### src/hw/pbs_consts.svh
// Register offsets, field positions, reset values and timing counts of the power button block.
`ifndef PBS_CONSTS_SVH
`define PBS_CONSTS_SVH
`define PBS_CLK_MHZ        100
`define PBS_DEBOUNCE_MS    16
`define PBS_HOLD_MS        4000
`define PBS_MS_CYCLES      (`PBS_CLK_MHZ * 1000)
`define PBS_DEBOUNCE_CYC   (`PBS_DEBOUNCE_MS * `PBS_MS_CYCLES)
`define PBS_HOLD_MSEC      (`PBS_HOLD_MS)
`define PBS_OFF_CTRL       12'h000
`define PBS_OFF_STATUS     12'h004
`define PBS_OFF_MASK       12'h008
`define PBS_OFF_STATE      12'h00C
`define PBS_CTRL_CTL_EN    0
`define PBS_CTRL_MGT_EN    1
`define PBS_CTRL_RING_EN   2
`define PBS_CTRL_SLEEP     3
`define PBS_ST_PRESS       0
`define PBS_ST_WAKE        1
`define PBS_ST_CTLINT      2
`define PBS_ST_MGTINT      3
`define PBS_ST_OVERRIDE    4
`define PBS_ST_RING        5
`define PBS_NSTAT          6
`define PBS_CTRL_RST       4'h0
`define PBS_MASK_RST       6'h00
`endif

### src/hw/pbs_pkg.sv
// Types shared by the power button block.
package pbs_pkg;
  typedef enum logic [3:0] {
    PBS_WORK  = 4'h1,
    PBS_SLEEP = 4'h2,
    PBS_WAKE  = 4'h4,
    PBS_OFF   = 4'h8
  } pbs_state_t;
endpackage

### src/hw/pbs_debounce.sv
// Level debouncer with a settle window of a given cycle count.
module pbs_debounce #(
  parameter int CYCLES = 1600000
) (
  input  wire logic pclk,     // System clock.
  input  wire logic presetn,  // Asynchronous reset, active low.
  input  wire logic raw_in,   // Undebounced input level.
  output logic      clean     // Debounced level, idles high.
);
  localparam int W = $clog2(CYCLES + 1);
  logic [W-1:0] cnt_r;
  wire          differs = (raw_in != clean);
  wire          settled = (cnt_r == W'(CYCLES - 1));

  always_ff @(posedge pclk or negedge presetn)
  begin
    if (!presetn)
    begin
      cnt_r <= '0;
      clean <= 1'b1;
    end
    else if (!differs)
      cnt_r <= '0;
    else if (settled)
    begin
      cnt_r <= '0;
      clean <= raw_in;
    end
    else
      cnt_r <= cnt_r + 1'b1;
  end
endmodule

### src/hw/pbs_top.sv
// Power button, ring wake and sleep control block with an APB register file.
//
// Local design decisions: the address map and register access over APB.
`include "pbs_consts.svh"
module pbs_top #(
  parameter int DEBOUNCE_CYC = `PBS_DEBOUNCE_CYC,
  parameter int MS_CYC       = `PBS_MS_CYCLES,
  parameter int HOLD_MS      = `PBS_HOLD_MSEC
) (
  input  wire logic        pclk,                        // System clock, 100 MHz.
  input  wire logic        presetn,                     // Asynchronous reset, active low.
  input  wire logic        psel,                        // APB select.
  input  wire logic        penable,                     // APB access phase.
  input  wire logic        pwrite,                      // APB write.
  input  wire logic [11:0] paddr,                       // APB byte address.
  input  wire logic [31:0] pwdata,                      // APB write data.
  output logic      [31:0] prdata,                      // APB read data.
  output logic             pready,                      // APB ready.
  output logic             pslverr,                     // APB error.
  input  wire logic        power_button_n,              // Front panel button, active low.
  input  wire logic        ring_indicate_n,             // Ring indicate, active low.
  input  wire logic        resume_well_reset_n,         // Resume well reset, active low.
  input  wire logic        core_power_ok,               // Core power valid.
  output logic             sleep_state3_n,              // Sleep S3 output, active low.
  output logic             acpi_control_interrupt,      // Control interrupt level.
  output logic             system_management_interrupt, // Management interrupt level.
  output logic             irq                          // Block interrupt level.
);
  ////////////////////////////////////////////////////////////////////////////
  logic [3:0]             ctrl_r;
  logic [`PBS_NSTAT-1:0]  stat_r;
  logic [`PBS_NSTAT-1:0]  mask_r;
  pbs_pkg::pbs_state_t    state_r;
  pbs_pkg::pbs_state_t    state_nxt;
  logic                   btn_d_r;
  logic                   ring_d_r;
  logic [$clog2(MS_CYC+1)-1:0]  ms_cnt_r;
  logic [$clog2(HOLD_MS+1)-1:0] hold_ms_r;
  logic                   holding_r;
  logic                   btn_clean;

  pbs_debounce #(
    .CYCLES  (DEBOUNCE_CYC)
  ) u_deb (
    .pclk    (pclk),
    .presetn (presetn),
    .raw_in  (power_button_n),
    .clean   (btn_clean)
  );

  ////////////////////////////////////////////////////////////////////////////
  // Event decoding.
  wire press      = btn_d_r & ~btn_clean;
  wire ms_tick    = (ms_cnt_r == ($clog2(MS_CYC+1))'(MS_CYC - 1));
  wire hold_done  = holding_r & ~btn_clean & ms_tick
                    & (hold_ms_r == ($clog2(HOLD_MS+1))'(HOLD_MS - 1));
  wire in_work    = (state_r == pbs_pkg::PBS_WORK);
  wire core_off   = (state_r == pbs_pkg::PBS_SLEEP) | (state_r == pbs_pkg::PBS_OFF);
  wire ring_fall  = ring_d_r & ~ring_indicate_n;
  wire ring_wake  = ring_fall & core_off & ctrl_r[`PBS_CTRL_RING_EN];
  wire press_wake = press & core_off;
  wire ctl_ev     = press & in_work & ctrl_r[`PBS_CTRL_CTL_EN];
  wire mgt_ev     = press & in_work & ~ctrl_r[`PBS_CTRL_CTL_EN]
                    & ctrl_r[`PBS_CTRL_MGT_EN];
  wire [`PBS_NSTAT-1:0] ev = {ring_wake, hold_done, mgt_ev, ctl_ev,
                              press_wake | ring_wake, press & in_work};

  ////////////////////////////////////////////////////////////////////////////
  // APB decode.
  wire acc     = psel & penable;
  wire wr      = acc & pwrite;
  wire hit_c   = (paddr == `PBS_OFF_CTRL);
  wire hit_s   = (paddr == `PBS_OFF_STATUS);
  wire hit_m   = (paddr == `PBS_OFF_MASK);
  wire hit_st  = (paddr == `PBS_OFF_STATE);
  wire mapped  = hit_c | hit_s | hit_m | hit_st;
  wire [`PBS_NSTAT-1:0] w1c = (wr & hit_s) ? pwdata[`PBS_NSTAT-1:0] : '0;
  wire sleep_req = wr & hit_c & pwdata[`PBS_CTRL_SLEEP] & in_work;
  wire [31:0] rd_mux =
      hit_c  ? {28'h0000000, ctrl_r} :
      hit_s  ? {26'h0000000, stat_r} :
      hit_m  ? {26'h0000000, mask_r} :
      hit_st ? {26'h0000000, resume_well_reset_n, core_power_ok, state_r} :
               32'h00000000;

  ////////////////////////////////////////////////////////////////////////////
  // Power state machine.
  always_comb
  begin
    state_nxt = state_r;
    case (state_r)
      pbs_pkg::PBS_WORK:
        if (sleep_req)
          state_nxt = pbs_pkg::PBS_SLEEP;
      pbs_pkg::PBS_SLEEP, pbs_pkg::PBS_OFF:
        if (press_wake | ring_wake)
          state_nxt = pbs_pkg::PBS_WAKE;
      pbs_pkg::PBS_WAKE:
        if (core_power_ok & resume_well_reset_n)
          state_nxt = pbs_pkg::PBS_WORK;
      default:
        state_nxt = pbs_pkg::PBS_OFF;
    endcase
    if (hold_done)
      state_nxt = pbs_pkg::PBS_OFF;
    if (!resume_well_reset_n)
      state_nxt = pbs_pkg::PBS_OFF;
  end

  always_ff @(posedge pclk or negedge presetn)
  begin
    if (!presetn)
      state_r <= pbs_pkg::PBS_OFF;
    else
      state_r <= state_nxt;
  end

  ////////////////////////////////////////////////////////////////////////////
  // Hold timer, restarted by each new press.
  always_ff @(posedge pclk or negedge presetn)
  begin
    if (!presetn)
    begin
      btn_d_r   <= 1'b1;
      ring_d_r  <= 1'b1;
      holding_r <= 1'b0;
      ms_cnt_r  <= '0;
      hold_ms_r <= '0;
    end
    else
    begin
      btn_d_r  <= btn_clean;
      ring_d_r <= ring_indicate_n;
      if (press)
      begin
        holding_r <= 1'b1;
        ms_cnt_r  <= '0;
        hold_ms_r <= '0;
      end
      else if (btn_clean | hold_done)
        holding_r <= 1'b0;
      else if (holding_r)
      begin
        ms_cnt_r <= ms_tick ? '0 : ms_cnt_r + 1'b1;
        if (ms_tick)
          hold_ms_r <= hold_ms_r + 1'b1;
      end
    end
  end

  ////////////////////////////////////////////////////////////////////////////
  // Registers; a hardware set wins over a write-one clear.
  always_ff @(posedge pclk or negedge presetn)
  begin
    if (!presetn)
    begin
      ctrl_r <= `PBS_CTRL_RST;
      mask_r <= `PBS_MASK_RST;
      stat_r <= '0;
    end
    else
    begin
      if (wr & hit_c)
        ctrl_r <= {1'b0, pwdata[2:0]};
      if (wr & hit_m)
        mask_r <= pwdata[`PBS_NSTAT-1:0];
      stat_r <= (stat_r & ~w1c) | ev;
    end
  end

  always_ff @(posedge pclk or negedge presetn)
  begin
    if (!presetn)
    begin
      prdata                      <= 32'h00000000;
      pready                      <= 1'b0;
      pslverr                     <= 1'b0;
      sleep_state3_n              <= 1'b0;
      acpi_control_interrupt      <= 1'b0;
      system_management_interrupt <= 1'b0;
      irq                         <= 1'b0;
    end
    else
    begin
      pready  <= psel & ~penable;
      pslverr <= psel & ~penable & ~mapped;
      prdata  <= (psel & ~penable & ~pwrite) ? rd_mux : 32'h00000000;
      sleep_state3_n <= ~((state_nxt == pbs_pkg::PBS_SLEEP)
                          | (state_nxt == pbs_pkg::PBS_OFF));
      acpi_control_interrupt      <= stat_r[`PBS_ST_CTLINT];
      system_management_interrupt <= stat_r[`PBS_ST_MGTINT];
      irq <= |(stat_r & mask_r);
    end
  end
endmodule

### config.mk
export PLATFORM = sky130hd
export DESIGN_NAME = pbs_top
export DESIGN_NICKNAME = d
export VERILOG_FILES = /design/src/hw/pbs_pkg.sv /design/src/hw/pbs_debounce.sv /design/src/hw/pbs_top.sv
export VERILOG_INCLUDE_DIRS = /design/src /design/src/hw
export SDC_FILE = /design/constraint.sdc
export NUM_CORES = 1
export LEC_CHECK = 0
export BUFFER_PORTS_ARGS = -buffer_cell sky130_fd_sc_hd__buf_2
export CORE_AREA = 2 2 96 98
export DETAILED_ROUTE_END_ITERATION = 10
export DIE_AREA = 0 0 98 100
export PLACE_DENSITY_LB_ADDON = 0.1
export RECOVER_POWER = 50
export SLEW_MARGIN = 20
export SYNTH_ARGS = -nofsm -noshare
export SYNTH_HDL_FRONTEND = slang
export SYNTH_HIERARCHICAL = 1
export SYNTH_SLANG_ARGS = --single-unit
### constraint.sdc
create_clock -name pclk -period 5.7 [get_ports pclk]
set_clock_uncertainty 0.05 [all_clocks]
set_input_delay 0.855 -clock pclk [delete_from_list [all_inputs] [get_ports pclk]]
set_output_delay 0.855 -clock pclk [all_outputs]
set_load 0.03 [all_outputs]
# Yosys cells after proc, flatten, opt, wreduce, memory -nomap -nowiden
# Index checks and enable logic that the tools add are counted.
[totals]
reg_bits = 85
input_bits = 53
output_inout_bits = 38
word_cells = 109
[classes]
n_addsub = 3
eq_ne = 14
n_mux = 24
n_bitwise = 41
n_reduce_logical = 9
[op_table]
columns = ["op", "n"]
rows = [
  ["2-to-1 mux 17 bit", 4],
  ["2-to-1 mux 12 bit", 4],
  ["2-to-1 mux 21 bit", 2],
  ["2-to-1 mux 6 bit", 6],
  ["equality test 12 x 4 -> 1 bit (second input constant)", 2],
  ["bitwise AND 1 bit", 23],
  ["adder 21 x 1 -> 21 bit (second input constant)", 1],
  ["equality test 21 bit (second input constant)", 1],
  ["2-to-1 mux 4 bit", 5],
  ["adder 17 x 1 -> 17 bit (second input constant)", 1],
  ["equality test 17 bit (second input constant)", 1],
  ["adder 12 x 1 -> 12 bit (second input constant)", 1],
  ["bitwise AND 6 bit", 2],
  ["equality test 12 bit (second input constant)", 1],
  ["equality test 12 x 3 -> 1 bit (second input constant)", 1],
  ["logical NOT 12 bit", 1],
  ["case mux 4 bit (3 select lines)", 1],
  ["equality test 4 x 2 -> 1 bit (second input constant)", 2],
  ["equality test 4 bit (second input constant)", 2],
  ["NOT 1 bit", 7],
  ["OR 1 bit", 7],
  ["NOT 6 bit", 1],
  ["OR 6 bit", 1],
  ["nonzero test 2 bit", 3],
  ["other kinds (9)", 11],
]

# Longest topological paths before layout
[logic_depth]
depth_word = 12
depth_mapped = 8
depth_no_buf = 6

# By module
# Netlist, hierarchy kept.
[modules_own_cells]
columns = ["mod", "n_inst", "cells_each", "area_each_um2", "seq_area_each_um2"]
rows = [
  ["pbs_top", 1, 344, 3427.0, 1580.3],
  ["pbs_debounce", 1, 118, 1148.6, 551.8],
]

# Worst setup path after synthesis
# Ideal clock, no wire load.
[synth_path]
kind = "input port to flip-flop"
startpoint = "input port paddr[1]"
endpoint = "register sleep_state3_n"
setup_time_ns = 0.123
arrival_ns = 2.226
slack_ns = 3.301
cell_stages = 5
path_buffers = 0
path_cell_list = "nor4_4 nand4_4 nor4_4 or3b_1 nor3b_2"
[synth_between]
elab_chain_len = 11
word_cells_on_any_way = 12
[synth_rtl]
columns = ["element", "line_no", "rtl"]
rows = [
  ["start, declared", "pbs_top.sv:15", "input wire logic [11:0] paddr,"],
  ["logical NOT 12 bit (no source line) (*)", "n/a", ""],
  ["bitwise AND 1 bit (*) (3 in series)", "pbs_top.sv:78", "wire sleep_req = wr & hit_c & pwdata[`PBS_CTRL_SLEEP] & in_work;"],
  ["2-to-1 mux 4 bit (*)", "pbs_top.sv:93", "if (sleep_req)"],
  ["case mux 4 bit (3 select lines) (*)", "pbs_top.sv:91", "case (state_r)"],
  ["2-to-1 mux 4 bit (*)", "pbs_top.sv:104", "if (hold_done)"],
  ["2-to-1 mux 4 bit (*)", "pbs_top.sv:106", "if (!resume_well_reset_n)"],
  ["equality test 4 x 2 -> 1 bit or equality test 4 bit (tied branches)", "pbs_top.sv:188, pbs_top.sv:189", ""],
  ["OR 1 bit (*)", "pbs_top.sv:189", "| (state_nxt == pbs_pkg::PBS_OFF));"],
  ["NOT 1 bit (*)", "pbs_top.sv:188", "sleep_state3_n <= ~((state_nxt == pbs_pkg::PBS_SLEEP)"],
  ["end signal, assigned", "pbs_top.sv:188", ""],
  ["end, declared", "pbs_top.sv:24", "output logic sleep_state3_n,"],
]
# Mark *: on every way between the ends. The rest lies on a longest branch, timed or not.
# A chain may end at the register's enable or synchronous reset.

# Worst setup path in the final report
# Same ends and word-level chain as after synthesis.

==> impl_metrics.tcl <==
set metrics [dict create \
    clock_sinks 85 \
    synth_top_family_by_area "simple AND/OR/NAND/NOR gates" \
    final_antenna_net_count 0 \
    reg2reg_to "ms_cnt_r[6]" \
    fp-row-count 35 \
    synth-xor-area-share_pct 6.699 \
    final_cell_mix "dfrtp_1 (81), nor2_1 (47), buf_2 (37)" \
    avgSynthCellArea_um2 9.904 \
    htree_levels 3 \
    cts_tree "done" \
    tns_ps 0 \
    fillers 828 \
    synth-seq-cells 85 \
    synth-main-ff-cell "dfrtp_1" \
    routabilityCongestion 0.8042 \
    final_common_cell "dfrtp_1" \
    crit_path_end_kind "register" \
    avgRoutedWirePerCell_um 14.86 \
    grt_use_total_pct 20.15 \
    cts_resized 0 \
    cts_hold_buf 0 \
    synth_fa_ha_area_share_pct 0.8203 \
    max_slew_margin_pct 47.99 \
    dp_slack_ps 2936 \
    drv_cap 0 \
    final_hold_viol_count 0 \
    period_needed_ps 2372 \
    async_reset_ff_share_pct 100.0 \
    seq_area_frac_synth_pct 46.60 \
    fmax_mhz 421.5 \
    wirelength_mm 9.077 \
    reg2reg_from "ms_cnt_r[0]" \
    grt_overflow_total 0 \
    remaining_drc_errors 0 \
    numCtsBuffers 9 \
    via_per_inst 5.561 \
    initial_core_util_pct 51.47 \
    status "complete, no violations" \
    ys_warn_count 6 \
    slew_viol_final 0 \
    vias 3398 \
    max_slew.worst_pin.slew_ps 780.1 \
    synth.distinct_cells 66 \
    hold_end "system_management_interrupt" \
    io_pins 91 \
    clk_path_buf_depth 2 \
    drive_gt1_share_pct 16.40 \
    fin_nets 551 \
    powerDensity_nw_per_um2 234.5 \
    dieArea_um2 9800 \
    min_from "stat_r[3]" \
    antenna_found_initial 0 \
    clk_latency_ps 350 \
    synth_simple_gate_area_share_pct 26.74 \
    dp_hpwl_mm 6.514 \
    synth_edf_count 0 \
    syn_inst 462 \
    period_share_pct 41.62 \
    critical_path_class "in2reg" \
    antenna_cells 0 \
    clk_pin_slew_ps 80 \
    setup_viol 0 \
    cts_setup_buffers 0 \
    synth_compound_area_share_pct 9.133 \
    r2r_cells 6 \
    rsz0062_at_grt "no" \
    netlist_area_um2 4576 \
    hp-class "reg2reg" \
    critPathMaxFanout 9 \
    first_global_vias 3416 \
    vdd_ir_drop_max_uv 139.9 \
    syn_to_final_growth_pct 8.778 \
    grt_pass1_wl_mm 16.14 \
    clockRootBuffer "clkbuf_8" \
    r2r_slack_ps 3400 \
    crit_arrival_ps 2560 \
    hold_path_depth 0 \
    startpoint_type "primary input" \
    io_buffers 38 \
    core_um2 8890 \
    crit_required_ps 5890 \
    dr.pass1.iters 4 \
    grt_max_degree 86 \
    worst_slack_ps 3328 \
    die_h_um 100 \
    drt_iter0_markers 140 \
    die_w_um 98 \
    synth.area.mux_share_pct 3.145 \
    p_leak_nw 2.215 \
]
critical path, cell delays in order:
cell and delay, ps:
buf_2 110, nor4_4 340, nand4_4 230, nor4_4 460, or3b_1 400, nor3b_2 160
worst max-delay path by stage:
stage	startpoint	endpoint	slack, ps	cells after the start
after floorplan	paddr[1]	sleep_state3_n	3300	5
final	paddr[1]	sleep_state3_n	3330	6
after CTS	paddr[1]	sleep_state3_n	3300	6
after global routing	u_deb/clean	hold_ms_r[3]	3140	5
after global placement	paddr[1]	sleep_state3_n	2980	6
after detailed placement	paddr[1]	sleep_state3_n	2940	6
where the power goes:
part	internal [W]	total, W	switching [W]
clock	0.000272	0.000492	0.000221
combinational	0.0000134	0.0000668	0.0000534
sequential	0.000606	0.000608	0.00000226
final cells by class:
cell class / count / area (um^2) / share of cell area [%]
multi-input cells: 349 / 2227 / 44.75
flip-flops and latches: 85 / 2132 / 42.84
repair buffers: 39 / 203.9 / 4.098
clock buffers: 11 / 151.4 / 3.042
well taps: 111 / 138.9 / 2.790
clock inverters: 5 / 82.58 / 1.659
inverters: 11 / 41.29 / 0.8296
routing by layer:
metal / part of all wire [%] / track usage (%) / vias to the layer above
li1: - / - / 1661
met1: 46 / 26.80 / 1672
met2: 49 / 33.40 / 50
met3: 2.8 / 3.064 / 15
met4: 1.8 / 8.120 / 0
met5: 0 / 0 / -
registers in the layout, summed over array words and instances (netlist names):
name                         flops
ctrl_r                           3
acpi_control_interrupt           1
sleep_state3_n                   1
ring_d_r                         1
ms_cnt_r                        17
btn_d_r                          1
pready                           1
mask_r                           6
u_deb/clean                      1
stat_r                           6
holding_r                        1
prdata                           6
system_management_interrupt      1
pslverr                          1
irq                              1
hold_ms_r                       12
u_deb/cnt_r                     21
state_r                          4
Yosys cell counts (all sizes together) (2+ instances only):
cell,count,area (um^2)
a211oi,2,15.01
a21o,2,16.27
a21oi,20,103.9
a22oi,4,30.03
a311oi,2,17.52
and2,2,12.51
and3,9,56.30
and4,5,45.04
buf,33,235.2
clkbuf,9,33.78
dfrtp,81,2027
dfstp,4,105.1
ha,3,37.54
inv,11,41.29
mux2,9,101.4
mux2i,2,20.02
nand2,33,123.9
nand2b,3,18.77
nand3,20,100.1
nand4,16,121.4
nand4b,2,17.52
nor2,49,188.9
nor2b,5,31.28
nor3,7,35.03
nor3b,5,53.80
nor4,17,157.7
nor4b,4,35.03
o211ai,7,52.55
o21ai,20,100.1
o31ai,2,28.78
or2,3,18.77
or3,18,116.4
or3b,2,17.52
or4,4,33.78
xnor2,25,219.0
xor2,10,87.58
metrics by stage:
stage,power [W],area [um^2],hold WS (ps),util (%),cells
5_1_grt,0.001212,4977,420.8,55.99,611
6_report,0.001167,4977,389.6,55.99,611
3_5_place_dp,0.0006880,4740,363.2,53.31,595
3_3_place_gp,0.0006874,4740,358.4,53.31,595
4_1_cts,0.001179,4974,374.4,55.95,611
2_1_floorplan,0.0006725,4669,339.4,-,487
kinds of logic after synthesis:
kind of cell | count (synthesis)
other cells | 1
simple gates | 208
flops | 85
xor+xnor | 35
fa+ha+maj | 3
mux | 12
buf+inv | 53
compound gates | 65
(Power assumes the default switching activity.)
